===== src/common/lpd_pkg.sv =====
package lpd_pkg;

	// Command-phase opcodes.
	localparam logic [7:0] LPD_CMD_OSC_FAST   = 8'hE4;
	localparam logic [7:0] LPD_CMD_OSC_SLOW   = 8'hE5;
	localparam logic [7:0] LPD_CMD_MODE_NORM  = 8'h82;
	localparam logic [7:0] LPD_CMD_MODE_PART  = 8'h83;
	localparam logic [7:0] LPD_CMD_NINV_OFF   = 8'h84;
	localparam logic [7:0] LPD_CMD_NINV_SET   = 8'h85;
	localparam logic [7:0] LPD_CMD_START_SET  = 8'hD3;
	localparam logic [7:0] LPD_CMD_PUMP_SET   = 8'hE6;
	localparam logic [7:0] LPD_CMD_RESET      = 8'hE2;
	localparam logic [7:0] LPD_CMD_DUTY_FIRST = 8'h30;
	localparam logic [7:0] LPD_CMD_DUTY_LAST  = 8'h34;
	localparam logic [7:0] LPD_CMD_BIAS_FIRST = 8'h38;
	localparam logic [7:0] LPD_CMD_BIAS_LAST  = 8'h3D;
	localparam logic [7:0] LPD_CMD_TEST_FIRST = 8'hF0;

	// Field widths of the value bytes.
	localparam int LPD_START_W = 6;
	localparam int LPD_NINV_W  = 5;
	localparam int LPD_DIV_W   = 4;
	localparam int LPD_CODE_W  = 3;
	localparam int LPD_LINES_W = 7;

	// Partial duty codes, low three bits of 30h..34h.
	localparam logic [2:0] LPD_DUTY_9  = 3'h0;
	localparam logic [2:0] LPD_DUTY_17 = 3'h1;
	localparam logic [2:0] LPD_DUTY_33 = 3'h2;
	localparam logic [2:0] LPD_DUTY_49 = 3'h3;
	localparam logic [2:0] LPD_DUTY_65 = 3'h4;

	// Reset values.
	localparam logic                   LPD_OSC_SLOW_RST = 1'b0;
	localparam logic [LPD_DIV_W-1:0]   LPD_DIV_RST      = 4'h3;
	localparam logic [2:0]             LPD_PDUTY_RST    = LPD_DUTY_65;
	localparam logic [2:0]             LPD_PBIAS_RST    = 3'h5;
	localparam logic [LPD_START_W-1:0] LPD_START_RST    = 6'h00;
	localparam logic [LPD_NINV_W-1:0]  LPD_NINV_RST     = 5'h00;

	// Effective drive settings handed to the common and bias circuits.
	typedef struct packed {
		logic                   partial;
		logic [2:0]             duty_code;
		logic [2:0]             bias_code;
		logic                   normal_bias;
		logic [LPD_START_W-1:0] start_line;
		logic                   ninv_on;
		logic [LPD_NINV_W-1:0]  ninv_lines;
	} lpd_drive_t;

	// Maximum duty fixed by the two duty-option pins.
	function automatic logic [2:0] lpd_max_duty(input logic hi, input logic lo);
		unique case ({hi, lo})
			2'b00:   lpd_max_duty = LPD_DUTY_33;
			2'b01:   lpd_max_duty = LPD_DUTY_49;
			default: lpd_max_duty = LPD_DUTY_65;
		endcase
	endfunction : lpd_max_duty

	// Scanned lines for a duty code, indicator common not counted.
	function automatic logic [LPD_LINES_W-1:0] lpd_lines_of(input logic [2:0] code);
		unique case (code)
			LPD_DUTY_9:  lpd_lines_of = 7'h08;
			LPD_DUTY_17: lpd_lines_of = 7'h10;
			LPD_DUTY_33: lpd_lines_of = 7'h20;
			LPD_DUTY_49: lpd_lines_of = 7'h30;
			default:     lpd_lines_of = 7'h40;
		endcase
	endfunction : lpd_lines_of

	// Partial bias that goes with each partial duty (0 is 1/4 .. 5 is 1/9).
	function automatic logic [2:0] lpd_bias_for_duty(input logic [2:0] code);
		unique case (code)
			LPD_DUTY_9:  lpd_bias_for_duty = 3'h0;
			LPD_DUTY_17: lpd_bias_for_duty = 3'h1;
			LPD_DUTY_33: lpd_bias_for_duty = 3'h2;
			LPD_DUTY_49: lpd_bias_for_duty = 3'h3;
			default:     lpd_bias_for_duty = 3'h5;
		endcase
	endfunction : lpd_bias_for_duty

endpackage : lpd_pkg


===== src/rtl/lpd_limit.sv =====
`timescale 1ns/10ps
module lpd_limit (
	// Stored settings.
	input  wire logic                           i_part_mode,
	input  wire logic [2:0]                     i_pduty,
	input  wire logic [2:0]                     i_pbias,
	input  wire logic [lpd_pkg::LPD_START_W-1:0] i_pstart,
	input  wire logic                           i_ninv_on,
	input  wire logic [lpd_pkg::LPD_NINV_W-1:0] i_ninv_val,
	// Board straps and normal-mode bias.
	input  wire logic                           i_duty_option_pin_hi,
	input  wire logic                           i_duty_option_pin_lo,
	input  wire logic                           i_normal_bias,
	// Resolved drive settings.
	output lpd_pkg::lpd_drive_t                 o_cfg
);

	logic [2:0] max_duty;

	assign max_duty = lpd_pkg::lpd_max_duty(i_duty_option_pin_hi, i_duty_option_pin_lo);

	// Picks duty, bias, start line and inversion from the current display mode.
	always_comb begin
		o_cfg             = '0;
		o_cfg.partial     = i_part_mode;
		o_cfg.normal_bias = i_normal_bias;
		o_cfg.ninv_lines  = i_ninv_val;
		if (i_part_mode) begin
			o_cfg.duty_code = (i_pduty > max_duty) ? max_duty : i_pduty;
			o_cfg.bias_code = i_pbias;
			if ({1'b0, i_pstart} > lpd_pkg::lpd_lines_of(max_duty)) begin
				o_cfg.start_line = '0;
			end else begin
				o_cfg.start_line = i_pstart;
			end
			o_cfg.ninv_on = i_ninv_on && (o_cfg.duty_code > lpd_pkg::LPD_DUTY_17);
		end else begin
			o_cfg.duty_code = max_duty;
			o_cfg.ninv_on   = i_ninv_on;
		end
	end

endmodule : lpd_limit


===== src/rtl/lpd_com_mask.sv =====
`timescale 1ns/10ps
module lpd_com_mask #(
	parameter int NUM_COM = 65
) (
	// Resolved drive settings.
	input  lpd_pkg::lpd_drive_t       i_cfg,
	// One bit per common, high where the select waveform may appear.
	output logic [NUM_COM-1:0]        o_active
);

	// The indicator common sits on the top bit; 64 scan lines lie below it.
	if (NUM_COM != 65) begin : g_bad_count
		$error("lpd_com_mask: NUM_COM must be 65");
	end

	logic [7:0] first_line;
	logic [7:0] end_line;

	assign first_line = {2'b00, i_cfg.start_line};
	assign end_line   = first_line + {1'b0, lpd_pkg::lpd_lines_of(i_cfg.duty_code)};

	// Commons outside the scanned window, except the indicator common, get the non-select waveform.
	always_comb begin
		o_active = '0;
		for (int i = 0; i < NUM_COM - 1; i++) begin
			o_active[i] = (8'(i) >= first_line) && (8'(i) < end_line);
		end
		o_active[NUM_COM-1] = 1'b1;
	end

endmodule : lpd_com_mask


===== src/rtl/lpd_cmd_decoder.sv =====
`timescale 1ns/10ps
// How it works
// - E4h picks fast oscillator, E5h the slow.
// - 82h: normal mode, duty from pins.
// - 83h: partial mode, partial duty and bias.
// - Partial settings ignored in normal mode.
// - 30h..34h set partial duty; 35h..37h ignored.
// - Duty code also sets its matching bias.
// - Requested duty above pin maximum is clamped.
// - 38h..3Dh set partial bias; 3Eh/3Fh reserved.
// - Commons outside active area get non-select.
// - D3h is followed only by its value byte.
// - Value bits 5..0 load start line.
// - Start line past pin maximum becomes zero.
// - 85h is followed only by its value byte.
// - Value bits 4..0 set inversion line count.
// - Partial duty 1/9 or 1/17 cancels inversion.
// - 84h cancels N-line inversion.
// - E6h is followed only by its value byte.
// - Value bits 3..0 set charge-pump divider.
// - F0h..FFh enter test mode; reset releases.
module lpd_cmd_decoder #(
	parameter int NUM_COM = 65
) (
	// Clock, reset and enable.
	input  wire logic                            i_clk,
	input  wire logic                            i_sys_rst,
	input  wire logic                            i_clk_en,
	// Host byte port.
	input  wire logic                            i_wr_strobe,
	input  wire logic                            i_register_select,
	input  wire logic [7:0]                      i_wr_byte,
	// Straps and normal-mode bias.
	input  wire logic                            i_duty_option_pin_hi,
	input  wire logic                            i_duty_option_pin_lo,
	input  wire logic                            i_normal_bias,
	// Oscillator, charge pump and test state.
	output logic                                 o_osc_slow,
	output logic [lpd_pkg::LPD_DIV_W-1:0]        o_pump_div,
	output logic                                 o_test_mode,
	// Display drive settings.
	output lpd_pkg::lpd_drive_t                  o_drive_cfg,
	output logic [NUM_COM-1:0]                   o_com_active
);

	typedef enum logic [1:0] {ST_IDLE, ST_START_ARG, ST_NINV_ARG, ST_PUMP_ARG} lpd_state_t;

	lpd_state_t                       state_ff;
	logic                             part_mode_ff;
	logic [2:0]                       pduty_ff;
	logic [2:0]                       pbias_ff;
	logic [lpd_pkg::LPD_START_W-1:0]  pstart_ff;
	logic                             ninv_on_ff;
	logic [lpd_pkg::LPD_NINV_W-1:0]   ninv_val_ff;
	logic                             take;
	logic                             take_idle;
	logic                             is_duty;
	logic                             is_bias;
	lpd_pkg::lpd_drive_t              nxt_cfg;
	logic [NUM_COM-1:0]               nxt_active;
	logic [2:0]                       max_duty;

	// Only command-phase writes are decoded; display data bytes pass by.
	assign take      = i_clk_en && i_wr_strobe && !i_register_select;
	assign take_idle = take && (state_ff == ST_IDLE);
	assign is_duty   = (i_wr_byte >= lpd_pkg::LPD_CMD_DUTY_FIRST) &&
	                   (i_wr_byte <= lpd_pkg::LPD_CMD_DUTY_LAST);
	assign is_bias   = (i_wr_byte >= lpd_pkg::LPD_CMD_BIAS_FIRST) &&
	                   (i_wr_byte <= lpd_pkg::LPD_CMD_BIAS_LAST);
	assign max_duty  = lpd_pkg::lpd_max_duty(i_duty_option_pin_hi, i_duty_option_pin_lo);

	// Opcode sequencer: a paired opcode makes the next byte its value.
	always_ff @(posedge i_clk or posedge i_sys_rst) begin
		if (i_sys_rst) begin
			state_ff <= ST_IDLE;
		end else if (take) begin
			unique case (state_ff)
				ST_IDLE: begin
					if (i_wr_byte == lpd_pkg::LPD_CMD_START_SET) begin
						state_ff <= ST_START_ARG;
					end else if (i_wr_byte == lpd_pkg::LPD_CMD_NINV_SET) begin
						state_ff <= ST_NINV_ARG;
					end else if (i_wr_byte == lpd_pkg::LPD_CMD_PUMP_SET) begin
						state_ff <= ST_PUMP_ARG;
					end
				end
				ST_START_ARG, ST_NINV_ARG, ST_PUMP_ARG: begin
					state_ff <= ST_IDLE;
				end
			endcase
		end
	end

	// Oscillator speed select.
	always_ff @(posedge i_clk or posedge i_sys_rst) begin
		if (i_sys_rst) begin
			o_osc_slow <= lpd_pkg::LPD_OSC_SLOW_RST;
		end else if (take_idle) begin
			if (i_wr_byte == lpd_pkg::LPD_CMD_OSC_FAST) begin
				o_osc_slow <= 1'b0;
			end else if (i_wr_byte == lpd_pkg::LPD_CMD_OSC_SLOW) begin
				o_osc_slow <= 1'b1;
			end
		end
	end

	// Normal or partial display mode.
	always_ff @(posedge i_clk or posedge i_sys_rst) begin
		if (i_sys_rst) begin
			part_mode_ff <= 1'b0;
		end else if (take_idle) begin
			if (i_wr_byte == lpd_pkg::LPD_CMD_MODE_NORM) begin
				part_mode_ff <= 1'b0;
			end else if (i_wr_byte == lpd_pkg::LPD_CMD_MODE_PART) begin
				part_mode_ff <= 1'b1;
			end
		end
	end

	// Partial duty and bias; a duty write carries its own bias along.
	always_ff @(posedge i_clk or posedge i_sys_rst) begin
		if (i_sys_rst) begin
			pduty_ff <= lpd_pkg::LPD_PDUTY_RST;
			pbias_ff <= lpd_pkg::LPD_PBIAS_RST;
		end else if (take_idle) begin
			if (is_duty) begin
				pduty_ff <= i_wr_byte[2:0];
				pbias_ff <= lpd_pkg::lpd_bias_for_duty(i_wr_byte[2:0]);
			end else if (is_bias) begin
				pbias_ff <= i_wr_byte[2:0];
			end
		end
	end

	// Partial start line, loaded from the value byte after D3h.
	always_ff @(posedge i_clk or posedge i_sys_rst) begin
		if (i_sys_rst) begin
			pstart_ff <= lpd_pkg::LPD_START_RST;
		end else if (take && (state_ff == ST_START_ARG)) begin
			pstart_ff <= i_wr_byte[lpd_pkg::LPD_START_W-1:0];
		end
	end

	// N-line inversion enable and line count.
	always_ff @(posedge i_clk or posedge i_sys_rst) begin
		if (i_sys_rst) begin
			ninv_on_ff  <= 1'b0;
			ninv_val_ff <= lpd_pkg::LPD_NINV_RST;
		end else if (take && (state_ff == ST_NINV_ARG)) begin
			ninv_on_ff  <= 1'b1;
			ninv_val_ff <= i_wr_byte[lpd_pkg::LPD_NINV_W-1:0];
		end else if (take_idle && (i_wr_byte == lpd_pkg::LPD_CMD_NINV_OFF)) begin
			ninv_on_ff <= 1'b0;
		end
	end

	// Charge-pump clock divider code.
	always_ff @(posedge i_clk or posedge i_sys_rst) begin
		if (i_sys_rst) begin
			o_pump_div <= lpd_pkg::LPD_DIV_RST;
		end else if (take && (state_ff == ST_PUMP_ARG)) begin
			o_pump_div <= i_wr_byte[lpd_pkg::LPD_DIV_W-1:0];
		end
	end

	// Test mode latch; only the reset opcode or a hardware reset clears it.
	always_ff @(posedge i_clk or posedge i_sys_rst) begin
		if (i_sys_rst) begin
			o_test_mode <= 1'b0;
		end else if (take_idle) begin
			if (i_wr_byte >= lpd_pkg::LPD_CMD_TEST_FIRST) begin
				o_test_mode <= 1'b1;
			end else if (i_wr_byte == lpd_pkg::LPD_CMD_RESET) begin
				o_test_mode <= 1'b0;
			end
		end
	end

	lpd_limit u_limit (
		.i_part_mode          (part_mode_ff),
		.i_pduty              (pduty_ff),
		.i_pbias              (pbias_ff),
		.i_pstart             (pstart_ff),
		.i_ninv_on            (ninv_on_ff),
		.i_ninv_val           (ninv_val_ff),
		.i_duty_option_pin_hi (i_duty_option_pin_hi),
		.i_duty_option_pin_lo (i_duty_option_pin_lo),
		.i_normal_bias        (i_normal_bias),
		.o_cfg                (nxt_cfg)
	);

	lpd_com_mask #(
		.NUM_COM (NUM_COM)
	) u_mask (
		.i_cfg    (nxt_cfg),
		.o_active (nxt_active)
	);

	// Registers the resolved drive settings one enabled edge behind the state.
	always_ff @(posedge i_clk or posedge i_sys_rst) begin
		if (i_sys_rst) begin
			o_drive_cfg  <= '0;
			o_com_active <= '0;
		end else if (i_clk_en) begin
			o_drive_cfg  <= nxt_cfg;
			o_com_active <= nxt_active;
		end
	end
endmodule : lpd_cmd_decoder


===== config.mk =====
export PLATFORM = sky130hd
export DESIGN_NAME = lpd_cmd_decoder
export DESIGN_NICKNAME = d
export VERILOG_FILES = /design/src/common/lpd_pkg.sv /design/src/rtl/lpd_limit.sv /design/src/rtl/lpd_com_mask.sv /design/src/rtl/lpd_cmd_decoder.sv
export SDC_FILE = /design/constraint.sdc
export NUM_CORES = 1
export LEC_CHECK = 0
export BUFFER_PORTS_ARGS = -buffer_cell sky130_fd_sc_hd__buf_2
export CORE_AREA = 5 5 107 109
export DETAILED_ROUTE_END_ITERATION = 6
export DIE_AREA = 0 0 112 114
export PLACE_DENSITY_LB_ADDON = 0.3
export SETUP_SLACK_MARGIN = 0.4
export SKIP_LAST_GASP = 1
export SYNTH_ARGS = -nofsm -noshare
export SYNTH_HDL_FRONTEND = slang
export SYNTH_SLANG_ARGS = --single-unit

===== constraint.sdc =====
create_clock -name i_clk -period 12.1 [get_ports i_clk]
set_clock_uncertainty 0.2 [all_clocks]
set_input_delay 2.42 -clock i_clk [delete_from_list [all_inputs] [get_ports i_clk]]
set_output_delay 2.42 -clock i_clk [all_outputs]
set_load 0.02 [all_outputs]

==> results of run 1 <==
-- state kept, by name, summed over array words and instances (netlist names) --
name and count:
ninv_val_ff 5, pstart_ff 6, part_mode_ff 1, o_osc_slow 1
o_com_active 65, state_ff 2, ninv_on_ff 1, o_drive_cfg 20
pbias_ff 3, o_pump_div 4, o_test_mode 1, pduty_ff 3
-- cell families (layout without fill, tap and decap cells) --
kind of cell	after synthesis	in the layout
fa+ha+maj	10	10
flops	112	112
buf+inv	82	165
xor+xnor	1	1
compound gates	187	187
mux	35	35
simple gates	203	203
-- critical path, delay by kind of cell --
kind | cells | cell delay, ps
AO/OA/AOI/OAI | 4 | 1020
buffers and inverters | 5 | 890
adder cells (fa/ha/maj) | 3 | 1470
AND/OR/NAND/NOR | 5 | 1160
-- worst paths after layout --
check,depth (start not counted),from,slack (ps),endpoint
worst min register to register,1,o_com_active[64],270,o_com_active[64]
worst min-delay path,1,o_com_active[64],270,o_com_active[64]
min in group asynchronous,2,i_sys_rst,1920,pbias_ff[1]
worst max register to register,12,pstart_ff[3],6850,o_com_active[50]
max in group asynchronous,3,i_sys_rst,8610,o_com_active[43]
worst max-delay path,17,i_duty_option_pin_hi,5180,o_com_active[50]
-- layer usage --
metal,vias up,wire length [um],track usage
li1,2458,-,-
met1,2662,7930,0.408
met2,325,9050,0.479
met3,43,1650,0.0541
met4,0,473,0.107
met5,-,0,0
-- layout make-up --
class / count / area share
Multi-Input combinational cell: 436 / 0.427
Clock buffer: 11 / 0.0209
Inverter: 37 / 0.0209
Tap cell: 140 / 0.0259
Clock inverter: 4 / 0.00443
Sequential cell: 112 / 0.415
Timing Repair Buffer: 113 / 0.0861
-- placed cells by master, fill, tap and decap left out, types with 5 or more instances in the layout --
cell,count
a21oi_1,37
a22o_1,5
a31oi_1,10
a32o_1,9
and2_1,6
buf_2,106
buf_4,7
clkbuf_8,10
dfrtp_1,107
dfstp_2,5
ha_1,9
inv_1,34
mux2_2,34
nand2_1,50
nand2b_1,5
nand3_1,20
nand4_1,8
nor2_1,53
nor2b_1,12
nor3_1,13
o21ai_0,41
o221ai_1,8
o2bb2ai_1,21
o32ai_1,12
or2_2,7
-- power groups by stage --
stage | combinational, mW | sequential [mW] | clock (mW)
after global placement | 0.157 | 0.431 | 0
after CTS | 0.161 | 0.425 | 0.209
after floorplan | 0.0745 | 0.460 | 0
after detailed placement | 0.161 | 0.433 | 0
final | 0.161 | 0.426 | 0.209
after global routing | 0.173 | 0.430 | 0.223
-- through the flow --
| step | utilization | hold slack [ps] |
|---|---|---|
| after floorplan | - | 258 |
| after global placement | 0.628 | 249 |
| after detailed placement | 0.628 | 247 |
| after CTS | 0.645 | 276 |
| after global routing | 0.645 | 285 |
| final | 0.645 | 271 |
==> metrics.cfg, run 1 <==
[finish]
area_delta_synth_final_pct=12.5
fin_cells=853
regArea_mm2=0.00281
layout.nets=735
drive_above_1_share=0.271
fin_area_mm2=0.00678
multi_input_area_mm2=0.00290
num_antenna_cells=0
fill_cells=895

[clocking]
cts_tree=built
cts_hold_buf=0
htree_levels=3
cts_root_buf=clkbuf_8
cts_buffers=9
clk_latency_ps=390
cts_resized=0
cts.path.max_buffers=2
cts_setup_buffers=0
clk_pin_slew_worst_paths_ps=100
clock_sinks=112

[yosys]
synth-seq-area-share=0.467
synth_edf_count=0
synth_most_common_cell=dfrtp_1
syn_nets=656
synth_mux_area_frac=0.0653
netlist_instances=630
synth_compound_area_frac=0.221
yosys.cell_types.count=68
synth_xor_xnor_area_share=0.00145
synthFlopType=dfrtp_1
synth_area_leaders=dfrtp_1 (44%), mux2_2 (6.4%), o21ai_0 (3.4%)
ys_ff_latch=112
synthSimpleGateAreaFrac=0.170
syn_avg_cell_area_um2=9.56
synth_fa_ha_area_frac=0.0220
synth_top_family_by_area=compound AO/OA/AOI/OAI gates
synth_top_area_cell=dfrtp_1
netlist_area_mm2=0.00602
ys_warn_count=0
async_reset_ff_frac=1.00
netlist_top_cells_count=dfrtp_1 (107), nor2_1 (53), nand2_1 (50), o21ai_0 (41), clkbuf_1 (38)
yosysTopAreaCellShare=0.445

[floorplan]
die_y_um=114
initial_core_util=0.573
ioPinCount=107
dieArea_mm2=0.0128
placementRows=38
core_mm2=0.0105
die_width_um=112

[grt]
grt_max_degree=58
grt_usage=0.298
grt_pass1_vias=5309
grt_pass1_wl_um=30000
overflow=0
antenna_found_initial=0

[placement]
placed_cells=838
place_hpwl_um=13900
finalWeightedCongestion=0.947
dpl_cell_area_mm2=0.00660
port_buffers=106
place_ws_ps=4850

[power_and_ir_drop]
power_switching_mw=0.258
swShare=0.324
power_frac_comb=0.202
peakVddDrop_uv=77.5
seqPwrFrac=0.535
leakage_nw=3.08
internal-power_mw=0.538
p_clk_frac=0.263
pwr_density_cell_mw_per_mm2=117
total_power_mw=0.796

[sta]
rsz0062_at_grt=no
finalSetupTns_ps=0
fmax_ghz=0.145
final_hold_viol_count=0
worst_pin_slew_ps=932
maxSlewViolCount=0
fin_crit_sh=0.572
layout_min_cycle_time_ps=6920
slew_headroom=0.375
setup-violations-final=0
fin_ws_ps=5180

[setup_path]
path_cells=buf_2 > nor2b_1 > inv_1 > ha_1 > o21a_1 > nor3_2 > buf_4 > and2_1 > ha_1 > inv_1 > fa_1 > inv_1 > a221oi_1 > nand4_1 > o211ai_1 > or2_2 > o21ai_0
cp_max_fo=23
crit_required_ps=12160
arrival_ps=6980
path_class=input port to register
worst_setup_path_end_kind=register
critPathLaunchType=input port
cpMostUsedCell=inv_1
critPathSlowestCell=fa_1
critPathMaxStageDelay_ps=920

[route]
num_vias=5488
drt-vias-per-instance=6.43
drtPass1Iterations=5
wl_per_cell_um=22.4
drc=0
finalWirelength_um=19100
drtIter0Drc=601
detail-route-antenna-nets=0

[outcome]
outcome=finished clean

[min_path]
hp-class=register to register

[flow_run]
drv_cap=0

Power figures use the tool's default switching activity.
==> inputs of run 2 (changes only) <==
- CORE_AREA: 5 5 107 109 -> 5 5 110 112
- DIE_AREA: 0 0 112 114 -> 0 0 115 117
- clock period: 12.1 -> 6.94 ns (I/O delays scaled with it)
==> run 2 against run 1 <==
Effect of this change: non-clock buffer count increased by 2; via count grew 0.53%; highest routed layer unchanged; power up 97%; critical path depth down 1; critical endpoint unchanged; largest cell class unchanged; die area is 5.4% higher; clock power rose to 2.6 times the previous value; sequential share of layout area fell by 0.95 points; cell count up 0.70%.
==> metrics.cfg, run 2 (same netlist as run 1, synthesis figures left out) <==
[min_path]
whs_path_depth=2
hp-start=o_com_active[58]
min_to=o_com_active[58]
hp-class=register to register

[sta]
fin_crit_sh=0.799
rsz0062_at_grt=no
slew_headroom=0.434
maxSlewViolCount=0
finalSetupTns_ps=0
fmax_ghz=0.180
layout_min_cycle_time_ps=5550
setup-violations-final=0
worst_pin_slew_ps=849
final_hold_viol_count=0

[placement]
finalWeightedCongestion=0.968
port_buffers=106
placed_cells=843
place_hpwl_um=13500
dpl_cell_area_mm2=0.00662

[flow_run]
drv_cap=0

[setup_path]
critPathMaxStageDelay_ps=640
cp_num_buf_inv=4
cp_max_fo=17
path_class=input port to register
reg2reg_to=o_com_active[50]
cpMostUsedCell=inv_1
rr_worst_depth=12
arrival_ps=5580
worst_setup_path_end_kind=register
r2r_slack_ps=1920
r2r-start=pstart_ff[3]
cp_top_family=simple AND/OR/NAND/NOR gates
path_cells=buf_2 > nor2b_1 > inv_1 > ha_1 > o21a_1 > nor2_2 > o21a_2 > and2_1 > inv_1 > fa_1 > buf_4 > nand2_1 > or3_1 > o211ai_1 > or2_2 > o21ai_0
critPathSlowestCell=o211ai_1
crit_required_ps=6970
critPathLaunchType=input port

[finish]
area_delta_synth_final_pct=15.2
final_common_cell=dfrtp_1
fill_cells=938
reg.largest.list=o_com_active x65, o_drive_cfg x20, pstart_ff x6
fin_cells=859
multi_input_area_mm2=0.00290
regMostFlops=o_com_active
largest_reg_flops=65
regArea_mm2=0.00281
num_antenna_cells=0
drive_above_1_share=0.275
fin_area_mm2=0.00693
layout.nets=737
layout_common_cells=dfrtp_1 (107), buf_2 (106), nor2_1 (53)

[power_and_ir_drop]
p_clk_frac=0.348
seqPwrFrac=0.473
peakVddDrop_uv=186
power_switching_mw=0.481
swShare=0.307
pwr_density_cell_mw_per_mm2=226
power_frac_comb=0.179
leakage_nw=3.15
internal-power_mw=1.09

[clocking]
cts_hold_buf=0
cts_tree=built
htree_levels=3
clk_pin_slew_worst_paths_ps=70
cts.path.max_buffers=2
cts_resized=0
clk_latency_ps=360
cts_root_buf=clkbuf_16
cts_buffers=9
clock_sinks=112
cts_setup_buffers=0

[floorplan]
die_width_um=115
initial_core_util=0.541
ioPinCount=107
dieArea_mm2=0.0135
placementRows=39
die_y_um=117
core_mm2=0.0111

[grt]
grt_max_degree=59
overflow=0
antenna_found_initial=0
grt_usage=0.283
grt_pass1_vias=5329
grt_pass1_wl_um=29300

[route]
num_vias=5517
drtIter0Drc=484
drc=0
detail-route-antenna-nets=0
drtPass1Iterations=5
drt-vias-per-instance=6.42
wl_per_cell_um=21.7
finalWirelength_um=18600

[outcome]
outcome=finished clean

## run 2: changes by cell type in the layout (fill, tap and decap cells not counted), sizes merged
cell and change:
buf +2, bufinv +1, clkbuf -2, clkinv -1, inv +3
## run 2: layout make-up
type | count | share of cell area
clock inverter | 7 | 0.0125
multi-input combinational | 436 | 0.418
inverter | 37 | 0.0204
clock buffer | 9 | 0.0325
sequential | 112 | 0.405
timing repair buffer | 115 | 0.0863
tap | 143 | 0.0258
## run 2: metrics by stage
stage / hold WS [ps] / setup WS [ps] / power (mW) / util
floorplan: 258 / 1380 / 0.931 / -
global placement: 252 / 1120 / 1.03 / 0.595
detailed placement: 268 / 1070 / 1.03 / 0.595
CTS: 283 / 1440 / 1.58 / 0.623
global route: 309 / 1060 / 1.63 / 0.623
finish: 281 / 1390 / 1.57 / 0.623
## run 2: layer usage
metal  track usage  share of wire  vias up
met2         0.436           0.45      330
met3        0.0632          0.096       44
met5             0              0        -
li1              -              -     2460
met1         0.387           0.42     2683
met4         0.123          0.031        0
## run 2: how the worst max path moves through the flow
stage / end / slack [ps] / from / cells after the start
3_3_place_gp: o_com_active[35] / 1120 / i_duty_option_pin_hi / 16
4_1_cts: o_com_active[35] / 1440 / i_duty_option_pin_hi / 16
3_5_place_dp: o_com_active[35] / 1070 / i_duty_option_pin_hi / 16
5_1_grt: o_com_active[50] / 1060 / i_duty_option_pin_hi / 17
2_1_floorplan: o_com_active[35] / 1380 / i_duty_option_pin_hi / 17
6_report: o_com_active[50] / 1390 / i_duty_option_pin_hi / 16
## run 2: power by group through the flow
stage                     combinational (mW)  clock, mW  sequential, mW
after detailed placement               0.282          0           0.753
after global routing                   0.305      0.575           0.748
final                                  0.281      0.545           0.741
after global placement                 0.277          0           0.750
after CTS                              0.282      0.552           0.741
after floorplan                        0.130          0           0.801
## run 2: worst min-delay path: cells and delay by family (launching register included)
kind	cells	cell delay, ps
compound gates	1	50
simple gates	1	50
flops	1	340
